`config.mk`:
```
export PLATFORM = sky130hd
export DESIGN_NAME = spimsp_port
export DESIGN_NICKNAME = d
export VERILOG_FILES = /design/src/design/spimsp_pkg.sv /design/src/design/spimsp_port.sv
export VERILOG_INCLUDE_DIRS = /design/src /design/src/design
export SDC_FILE = /design/constraint.sdc
export NUM_CORES = 1
export LEC_CHECK = 0
export BUFFER_PORTS_ARGS = -buffer_cell sky130_fd_sc_hd__buf_4
export CAP_MARGIN = 40
export CELL_PAD_IN_SITES_DETAIL_PLACEMENT = 0
export CELL_PAD_IN_SITES_GLOBAL_PLACEMENT = 1
export CORE_ASPECT_RATIO = 1.4
export CORE_MARGIN = 3
export CORE_UTILIZATION = 39
export CTS_CLUSTER_SIZE = 20
export DETAILED_ROUTE_END_ITERATION = 7
export PLACE_DENSITY = 0.9
export SKIP_LAST_GASP = 1
export SYNTH_ARGS = -nofsm -noshare
export SYNTH_HDL_FRONTEND = slang
export SYNTH_SLANG_ARGS = --single-unit
```
`constraint.sdc`:
```
create_clock -name mclk -period 3.8 [get_ports mclk]
set_input_delay 0.76 -clock mclk [delete_from_list [all_inputs] [get_ports mclk]]
set_output_delay 0.76 -clock mclk [all_outputs]
set_load 0.05 [all_outputs]
```
`src/design/spimsp_regs.svh`:
```
`ifndef SPIMSP_REGS_SVH
`define SPIMSP_REGS_SVH
// Register byte offsets on the APB bus.
`define SPIMSP_CTRL_OFF     12'h000
`define SPIMSP_DATA_OFF     12'h004
// Control register field positions.
`define SPIMSP_TRF_BIT      0
`define SPIMSP_WRITE_COLLISION_FLAG_BIT     1
`define SPIMSP_SEL_BIT      2
`define SPIMSP_ORDER_BIT    3
`define SPIMSP_BUSEN_BIT    4
`define SPIMSP_MODE_LO_BIT  5
`define SPIMSP_MODE_HI_BIT  6
`define SPIMSP_CKS_BIT      7
// Control register reset value: mode bits high, the rest low.
`define SPIMSP_CTRL_RST     8'h60
// Mode field encodings.
`define SPIMSP_MODE_SLAVE   2'h0
// Serial clock half-period divisors in source ticks (mclk cycles, or alternate clock rising edges) per mode code.
`define SPIMSP_DIV_M1       8'h02
`define SPIMSP_DIV_M2       8'h08
`define SPIMSP_DIV_M3       8'h20
// Bits per transfer.
`define SPIMSP_BITS         4'h8
`endif

```
`src/design/spimsp_pkg.sv`:
```
package spimsp_pkg;
   // Control register laid out as packed fields, high bit first.
   typedef struct packed {
      logic       clock_source_select;
      logic [1:0] mode;
      logic       bus_en;
      logic       order;
      logic       sel_en;
      logic       write_collision_flag;
      logic       transfer_done_flag;
   } spimsp_ctrl_t;

   // Serial engine states.
   typedef enum logic [1:0] {
      SPIMSP_IDLE  = 2'b00,
      SPIMSP_LEAD  = 2'b01,
      SPIMSP_TRAIL = 2'b10
   } spimsp_state_t;

   // Pad drive for one pin: output level and output enable.
   typedef struct packed {
      logic o;
      logic oe;
   } spimsp_pad_t;
endpackage

```
`src/design/spimsp_port.sv`:
```
`include "spimsp_regs.svh"

// Summary of operation
// Four lines: data in, data out, clock, select; shared pins when option on.
// Select enable 1 makes select line active; 0 leaves it floating.
// Reset: control clock source 0, mode bits 1, others 0; data undefined.
// Data write loads shift buffer; read returns separately latched receive value.
// Master mode: data write starts clocks and shifting automatically.
// Transfer done sets completion flag, which requests the port interrupt.
// Slave mode shifts only on clock edges from the external master.
// Bus enable 0 floats select, data in, data out and clock.
// Bus enabled: data in is an input, data out idles high.
// Master clock idles at polarity option; slave clock pin floats.
// Master sources the serial clock; slave takes it from external master.
// Mode 00 selects slave; clock source bit ignored there.
// Other mode codes select master and baud rate; rates unconfirmed.
// In master mode, clock source bit selects the clock generator source.
// Bit order bit selects MSB or LSB first on both ends.
// Received bits gather in shift buffer, copied out after whole transfer.
// Data write during transfer is blocked, sets collision flag; software clears.
// An option enables or disables collision detection entirely.
// An option can disable select enable so it has no effect.
// Serial transfers keep running in processor power down.
// Software writes, checks collision, waits completion, reads, clears, repeats.
// Lines should be low before the first data write after enabling.
// Eight bits per transfer; flag set after eighth bit sampled.
module spimsp_port (
   input  wire logic        mclk,
   input  wire logic        nrst,
   input  wire logic        opt_serial_pins,
   input  wire logic        opt_clk_pol,
   input  wire logic        opt_write_collision_flag_en,
   input  wire logic        opt_sel_en,
   input  wire logic        alt_clk,
   input  wire logic        psel,
   input  wire logic        penable,
   input  wire logic        pwrite,
   input  wire logic [11:0] paddr,
   input  wire logic [31:0] pwdata,
   output logic      [31:0] prdata,
   output logic             pready,
   output logic             pslverr,
   input  wire logic        serial_in_line,
   input  wire logic        sclk_i,
   input  wire logic        select_line_i,
   output logic             serial_out_line_o,
   output logic             serial_out_line_oe,
   output logic             sclk_o,
   output logic             sclk_oe,
   output logic             select_line_o,
   output logic             select_line_oe,
   output logic             serial_port_interrupt
);

   spimsp_pkg::spimsp_ctrl_t  ctrl_reg;
   spimsp_pkg::spimsp_state_t state_reg;
   logic [7:0]  shift_buffer;
   logic [7:0]  rx_data_reg;
   logic [3:0]  bit_cnt_reg;
   logic [7:0]  div_cnt_reg;
   logic        out_bit_reg;
   logic [2:0]  sclk_sync_reg;
   logic [1:0]  sdi_sync_reg;
   logic [1:0]  ssl_sync_reg;
   logic [1:0]  alt_sync_reg;
   logic        alt_prev_reg;
   logic        pready_reg;

   // Input synchronisers; only the second stage onward is looked at.
   always_ff @(posedge mclk or negedge nrst) begin
      if (!nrst) begin
         sclk_sync_reg <= 3'h0;
         sdi_sync_reg  <= 2'h0;
         ssl_sync_reg  <= 2'h3;
         alt_sync_reg  <= 2'h0;
         alt_prev_reg  <= 1'b0;
      end else begin
         sclk_sync_reg <= {sclk_sync_reg[1:0], sclk_i};
         sdi_sync_reg  <= {sdi_sync_reg[0], serial_in_line};
         ssl_sync_reg  <= {ssl_sync_reg[0], select_line_i};
         alt_sync_reg  <= {alt_sync_reg[0], alt_clk};
         alt_prev_reg  <= alt_sync_reg[1];
      end
   end

   // Derived configuration. The select enable is forced off by option.
   wire sel_active = ctrl_reg.sel_en & opt_sel_en;
   wire enabled    = ctrl_reg.bus_en & opt_serial_pins;
   wire is_master  = ctrl_reg.mode != `SPIMSP_MODE_SLAVE;
   wire sdi_s      = sdi_sync_reg[1];
   wire ssl_ok     = ~sel_active | ~ssl_sync_reg[1];

   // External clock edges in slave mode; leading edge leaves idle level.
   wire ext_rise   = sclk_sync_reg[1] & ~sclk_sync_reg[2];
   wire ext_fall   = ~sclk_sync_reg[1] & sclk_sync_reg[2];
   wire ext_lead   = opt_clk_pol ? ext_fall : ext_rise;
   wire ext_trail  = opt_clk_pol ? ext_rise : ext_fall;

   // Master tick source: mclk, or the rising edges of the alternate clock.
   wire alt_tick   = alt_sync_reg[1] & ~alt_prev_reg;
   wire src_tick   = ctrl_reg.clock_source_select ? alt_tick : 1'b1;
   wire [7:0] div_lim = (ctrl_reg.mode == 2'h1) ? `SPIMSP_DIV_M1 :
                        (ctrl_reg.mode == 2'h2) ? `SPIMSP_DIV_M2 :
                                                  `SPIMSP_DIV_M3;
   wire half_tick  = src_tick && (div_cnt_reg == div_lim - 8'h01);

   // Engine strobes: master uses its own divider, slave the external edges.
   wire busy       = state_reg != spimsp_pkg::SPIMSP_IDLE;
   wire do_sample  = busy && (is_master ? (half_tick &&
                     state_reg == spimsp_pkg::SPIMSP_LEAD) :
                     (ext_lead && ssl_ok));
   wire do_shift   = busy && (is_master ? (half_tick &&
                     state_reg == spimsp_pkg::SPIMSP_TRAIL) :
                     (ext_trail && ssl_ok));
   wire last_bit   = bit_cnt_reg == `SPIMSP_BITS - 4'h1;

   // APB decode; registers answer with zero wait states.
   wire acc        = psel & penable;
   wire hit_ctrl   = paddr == `SPIMSP_CTRL_OFF;
   wire hit_data   = paddr == `SPIMSP_DATA_OFF;
   wire wr_ctrl    = acc & pwrite & hit_ctrl & pready_reg;
   wire wr_data    = acc & pwrite & hit_data & pready_reg;
   wire collide    = wr_data & busy;
   wire load       = wr_data & ~busy & enabled;
   wire done       = do_sample & last_bit;

   // Bit placement follows the order bit: MSB first when it is 0.
   wire tx_bit     = ctrl_reg.order ? shift_buffer[0] : shift_buffer[7];
   wire [7:0] shifted = ctrl_reg.order ? {sdi_s, shift_buffer[7:1]} :
                                         {shift_buffer[6:0], sdi_s};

   // Control register; hardware set beats software clear on both flags.
   always_ff @(posedge mclk or negedge nrst) begin
      if (!nrst) begin
         ctrl_reg <= `SPIMSP_CTRL_RST;
      end else begin
         if (wr_ctrl) begin
            ctrl_reg <= pwdata[7:0];
         end
         if (done) begin
            ctrl_reg.transfer_done_flag <= 1'b1;
         end
         if (collide && opt_write_collision_flag_en) begin
            ctrl_reg.write_collision_flag <= 1'b1;
         end
      end
   end

   // Serial engine. It runs on mclk alone so power down does not stop it.
   always_ff @(posedge mclk or negedge nrst) begin
      if (!nrst) begin
         state_reg    <= spimsp_pkg::SPIMSP_IDLE;
         shift_buffer <= 8'h00;
         rx_data_reg  <= 8'h00;
         bit_cnt_reg  <= 4'h0;
         div_cnt_reg  <= 8'h00;
         out_bit_reg  <= 1'b1;
      end else begin
         if (src_tick) begin
            div_cnt_reg <= half_tick ? 8'h00 : div_cnt_reg + 8'h01;
         end
         case (state_reg)
            spimsp_pkg::SPIMSP_IDLE: begin
               out_bit_reg <= 1'b1;
               bit_cnt_reg <= 4'h0;
               div_cnt_reg <= 8'h00;
               if (load) begin
                  shift_buffer <= pwdata[7:0];
                  out_bit_reg  <= ctrl_reg.order ? pwdata[0] : pwdata[7];
                  state_reg    <= spimsp_pkg::SPIMSP_LEAD;
               end
            end
            spimsp_pkg::SPIMSP_LEAD: begin
               if (do_sample) begin
                  shift_buffer <= shifted;
                  // The last bit still gets its trailing half so the far
                  // side sees eight full clock pulses.
                  if (last_bit) begin
                     rx_data_reg <= shifted;
                  end
                  state_reg    <= spimsp_pkg::SPIMSP_TRAIL;
                  bit_cnt_reg  <= bit_cnt_reg + 4'h1;
               end
            end
            spimsp_pkg::SPIMSP_TRAIL: begin
               if (do_shift) begin
                  if (bit_cnt_reg == `SPIMSP_BITS) begin
                     state_reg   <= spimsp_pkg::SPIMSP_IDLE;
                  end else begin
                     out_bit_reg <= tx_bit;
                     state_reg   <= spimsp_pkg::SPIMSP_LEAD;
                  end
               end
            end
            default: begin
               state_reg <= spimsp_pkg::SPIMSP_IDLE;
            end
         endcase
         if (!enabled) begin
            state_reg <= spimsp_pkg::SPIMSP_IDLE;
         end
      end
   end

   // Pad drive values; clock toggles off idle level between lead and trail.
   wire sclk_lvl   = (state_reg == spimsp_pkg::SPIMSP_TRAIL) ^ opt_clk_pol;
   wire drv_master = enabled & is_master;
   wire sel_drive  = drv_master & sel_active;
   wire [31:0] rd_mux = hit_ctrl ? {24'h0, ctrl_reg} :
                        hit_data ? {24'h0, rx_data_reg} : 32'h0;

   // Output flops, so every pin and bus output comes from a register.
   always_ff @(posedge mclk or negedge nrst) begin
      if (!nrst) begin
         prdata                <= 32'h0;
         pready_reg            <= 1'b0;
         pslverr               <= 1'b0;
         serial_out_line_o     <= 1'b1;
         serial_out_line_oe    <= 1'b0;
         sclk_o                <= 1'b0;
         sclk_oe               <= 1'b0;
         select_line_o         <= 1'b1;
         select_line_oe        <= 1'b0;
         serial_port_interrupt <= 1'b0;
      end else begin
         pready_reg            <= psel & ~penable;
         prdata                <= (psel & ~penable) ? rd_mux : prdata;
         pslverr               <= psel & ~penable & ~hit_ctrl & ~hit_data;
         serial_out_line_o     <= out_bit_reg;
         serial_out_line_oe    <= enabled;
         sclk_o                <= sclk_lvl;
         sclk_oe               <= drv_master;
         select_line_o         <= ~busy;
         select_line_oe        <= sel_drive;
         serial_port_interrupt <= ctrl_reg.transfer_done_flag;
      end
   end
   assign pready = pready_reg;

   // Collision sets the flag on the next cycle when detection is enabled.
   property p_collision;
      @(posedge mclk) disable iff (!nrst)
         (collide && opt_write_collision_flag_en) |=> ctrl_reg.write_collision_flag;
   endproperty
   a_collision: assert property (p_collision)
      else $error("collision flag not set");

   // A blocked write never changes the shift buffer.
   property p_blocked;
      @(posedge mclk) disable iff (!nrst)
         collide && !do_sample |=> shift_buffer == $past(shift_buffer);
   endproperty
   a_blocked: assert property (p_blocked)
      else $error("blocked write altered buffer");

   // Done copies the shift result into the readable register.
   property p_copy;
      @(posedge mclk) disable iff (!nrst)
         done |=> rx_data_reg == shift_buffer && ctrl_reg.transfer_done_flag;
   endproperty
   a_copy: assert property (p_copy)
      else $error("receive copy wrong");

   // Interrupt follows the completion flag one cycle later.
   property p_irq;
      @(posedge mclk) disable iff (!nrst)
         ctrl_reg.transfer_done_flag |=> serial_port_interrupt;
   endproperty
   a_irq: assert property (p_irq)
      else $error("interrupt missing");

   // A disabled bus floats every pin.
   property p_float;
      @(posedge mclk) disable iff (!nrst)
         !enabled |=> !serial_out_line_oe && !sclk_oe && !select_line_oe;
   endproperty
   a_float: assert property (p_float)
      else $error("pins driven while disabled");

   // Slave never drives the clock.
   property p_slave_clk;
      @(posedge mclk) disable iff (!nrst)
         !is_master |=> !sclk_oe;
   endproperty
   a_slave_clk: assert property (p_slave_clk)
      else $error("slave drives clock");

   // A master load leaves idle on the next edge.
   property p_start;
      @(posedge mclk) disable iff (!nrst)
         load && is_master |=> state_reg == spimsp_pkg::SPIMSP_LEAD;
   endproperty
   a_start: assert property (p_start)
      else $error("transfer did not start");

   // Bit count never passes eight.
   property p_bits;
      @(posedge mclk) disable iff (!nrst)
         bit_cnt_reg <= `SPIMSP_BITS;
   endproperty
   a_bits: assert property (p_bits)
      else $error("bit count overflow");

endmodule

```
==> summary.md <==
| Metric | Value |
|---|---|
| Vias in the first global route | `2328` |
| Routed Antenna Nets | `0` |
| Height of the die | `around 120 um` |
| Insertion delay to the later sink of the worst-skew pair | `330 ps` |
| Yosys warns | `0` |
| Htree depth | `3` |
| Delay-heaviest family, CP | `simple AND/OR/NAND/NOR gates` |
| Critical path's slowest cell | `or4_4` |
| Slew HR | `44.9%` |
| Synth Cell Area | `~3300 um^2` |
| Root buf cell | `clkbuf_16` |
| I/O pin total | `98` |
| Final period util | `74.8%` |
| Largest net degree at the start of global routing | `67` |
| Final setup viols | `0` |
| Cells after Synth | `312` |
| Startpoint types | `register` |
| Wire length per cell | `14.4 um` |
| Wire length of the first global-routing pass | `11.0 mm` |
| Crit path capture type | `register` |
| Fin crit period | `approximately 2800 ps` |
| Critical path's largest stage delay | `620 ps` |
| Share of the yosys chip area belonging to registers | `about 50%` |
| Hold-fix buffer count after cts | `0` |
| Final HPWL DP | `4.93 mm` |
| Detailed Route WL | `6.74 mm` |
| Netlist cell types | `55` |
| Critical path, cell by cell | `inv_1 > ha_1 > or3b_1 > a22oi_4 > a31oi_4 > or4_4 > mux2_4` |
| P per Cell Area | `407 nW/um^2` |
| Setup_tns | `0 ps` |
| DRT iter0 DRCs | `132` |
| Worst EP arrival | `3060 ps` |
| RSZ-0062 raised after global routing | `no` |
| Starting Density | `40.5%` |
| Num CTS Buffers | `9` |
| PortBufs | `between 40 and 50` |
| EDFF count, synth | `0` |
| Fmax | `around 350 MHz` |
| Layout cells sized above 1 | `between 20 and 30%` |
| Site row count | `39` |
| Slew @ Worst Pin | `approximately 830 ps` |
| Final Wtd Congestion | `0.808` |
| Mean post-synth cell area | `10.7 um^2` |
| Die area | `9720 um^2` |
| Vias per cell | `5.12` |
| CORE AREA | `8250 um^2` |
| CTS max path bufs | `2` |
| Max-Cap Viols | `0` |
| CTS tree | `yes` |
| Peak supply drop | `0.233 mV` |
| Worst-path fanout max | `8` |
| Path type of the worst setup path | `reg2reg` |
| Die X | `84.2 um` |
| Flops & latches, synth | `66` |
| Top_reg_cell synth | `dfrtp_1` |
| P_leak | `1.89 nW` |
| Critical path data required time | `4020 ps` |
| Antenna violations before repair | `0` |
| Asr flop ratio synth | `100%` |
| Post-CTS sizing | `0` |
| CTS sink cnt | `66` |
| Pre-antenna DRT Iters | `6` |
| Clk_skew | `7.49 ps` |
| Final Hold Viols | `0` |
| Total GRT Usage | `between 10% and 20%` |
| Final Max Tran Viols | `0` |
| Global route overflow | `0` |
| Setup bufs post-CTS | `0` |
| DRC | `0` |
| Fin nets | `approximately 420` |
| Hold Path Class | `reg2reg` |
| Reg clk slew, reported paths | `50 ps` |
| P&R area growth vs syn | `18.5%` |
| Final worst setup slack | `957 ps` |
| Ant. Diodes | `0` |
| Via count | `2395` |
| Pre-CTS WS | `960 ps` |
| Status | `completed` |
| Worst path bufs/invs | `1` |
[per-layer routing]
| metal | vias to the layer above | part of all wire, % | global-route usage [%] |
|---|---|---|---|
| met5 | - | 0 | 0 |
| met1 | 1151 | 39 | 16.4 |
| met4 | 0 | 2.2 | 6.97 |
| met3 | 16 | 6.5 | 4.55 |
| li1 | 1150 | - | - |
| met2 | 78 | 52 | 25.1 |
[cell type report]
| type | instances | area (um^2) |
|---|---|---|
| fill | 763 | 4290 |
| sequential | 66 | 1660 |
| multi-input combinational | 211 | 1420 |
| timing repair buffer | 49 | 368 |
| clock buffer | 12 | 267 |
| tap | 102 | 128 |
| inverter | 24 | 90.1 |
| clock inverter | 4 | 25.0 |
[power breakdown]
group / switching [W] / total, W / leakage (nW) / internal (W)
Clock: 0.000290 / 0.000782 / 0.141 / 0.000492
Sequential: 0.00000292 / 0.000715 / 0.833 / 0.000712
Combinational: 0.0000857 / 0.000114 / 0.920 / 0.0000285
Total: 0.000379 / 0.00161 / 1.89 / 0.00123
[through the flow]
step	utilization (%)	total power [W]	hold WS, ps	std cells	instance area [um^2]
after floorplan	-	0.000814	331	335	3420
after global placement	44.4	0.000840	334	452	3660
after detailed placement	44.4	0.000841	336	452	3660
after CTS	48.0	0.00163	347	468	3960
after global routing	48.0	0.00166	354	468	3960
final	48.0	0.00161	343	468	3960
[cell usage in the layout, fill, tap and decap left out, types with 5 or more instances in the layout]
| cell | count |
|---|---|
| dfrtp_1 | 59 |
| buf_4 | 49 |
| nand2_1 | 35 |
| conb_1 | 24 |
| inv_1 | 23 |
| o21ai_0 | 22 |
| mux2i_1 | 18 |
| mux2_2 | 11 |
| a21oi_1 | 11 |
| nor2_1 | 9 |
| clkbuf_16 | 9 |
| a22oi_1 | 8 |
| nand3_1 | 7 |
| dfstp_2 | 7 |
| o22ai_1 | 5 |
| ha_1 | 5 |
[path summary, 6_finish.rpt]
| kind | start | to | slack (ps) | cells after the start |
|---|---|---|---|---|
| max | ctrl_reg[6] | rx_data_reg[1] | 960 | 7 |
| min | alt_sync_reg[0] | alt_sync_reg[1] | 340 | 0 |
| max reg2reg | ctrl_reg[6] | rx_data_reg[1] | 960 | 7 |
| min reg2reg | alt_sync_reg[0] | alt_sync_reg[1] | 340 | 0 |
| max in group asynchronous | nrst | bit_cnt_reg[2] | 2730 | 1 |
| min in group asynchronous | nrst | ctrl_reg[3] | 530 | 1 |
[kinds of logic after synthesis]
family                   Yosys count  synth area share, %
adder cells (fa/ha/maj)            5                 1.87
flip-flops                        66                 49.7
AND/OR/NAND/NOR                   80                 12.8
buffers and inverters             58                 10.3
XOR/XNOR                           4                 1.05
AO/OA/AOI/OAI                     66                 13.6
multiplexers                      32                 10.5
other                              1                0.112
[synth_stat cells, types with 5 or more instances]
| cell | instances | area (um^2) |
|---|---|---|
| clkbuf_1 | 6 | 22.5 |
| nand3_1 | 7 | 35.0 |
| dfrtp_1 | 59 | 1480 |
| mux2i_1 | 18 | 180 |
| nand2_1 | 35 | 131 |
| ha_1 | 5 | 62.6 |
| o21ai_0 | 22 | 110 |
| nor2_1 | 9 | 33.8 |
| a22oi_1 | 8 | 60.1 |
| inv_1 | 23 | 86.3 |
| buf_4 | 24 | 180 |
| a21oi_1 | 11 | 55.1 |
| dfstp_2 | 7 | 184 |
| o22ai_1 | 5 | 31.3 |
| mux2_2 | 11 | 124 |
No activity file was read; power rests on OpenSTA's default activity.
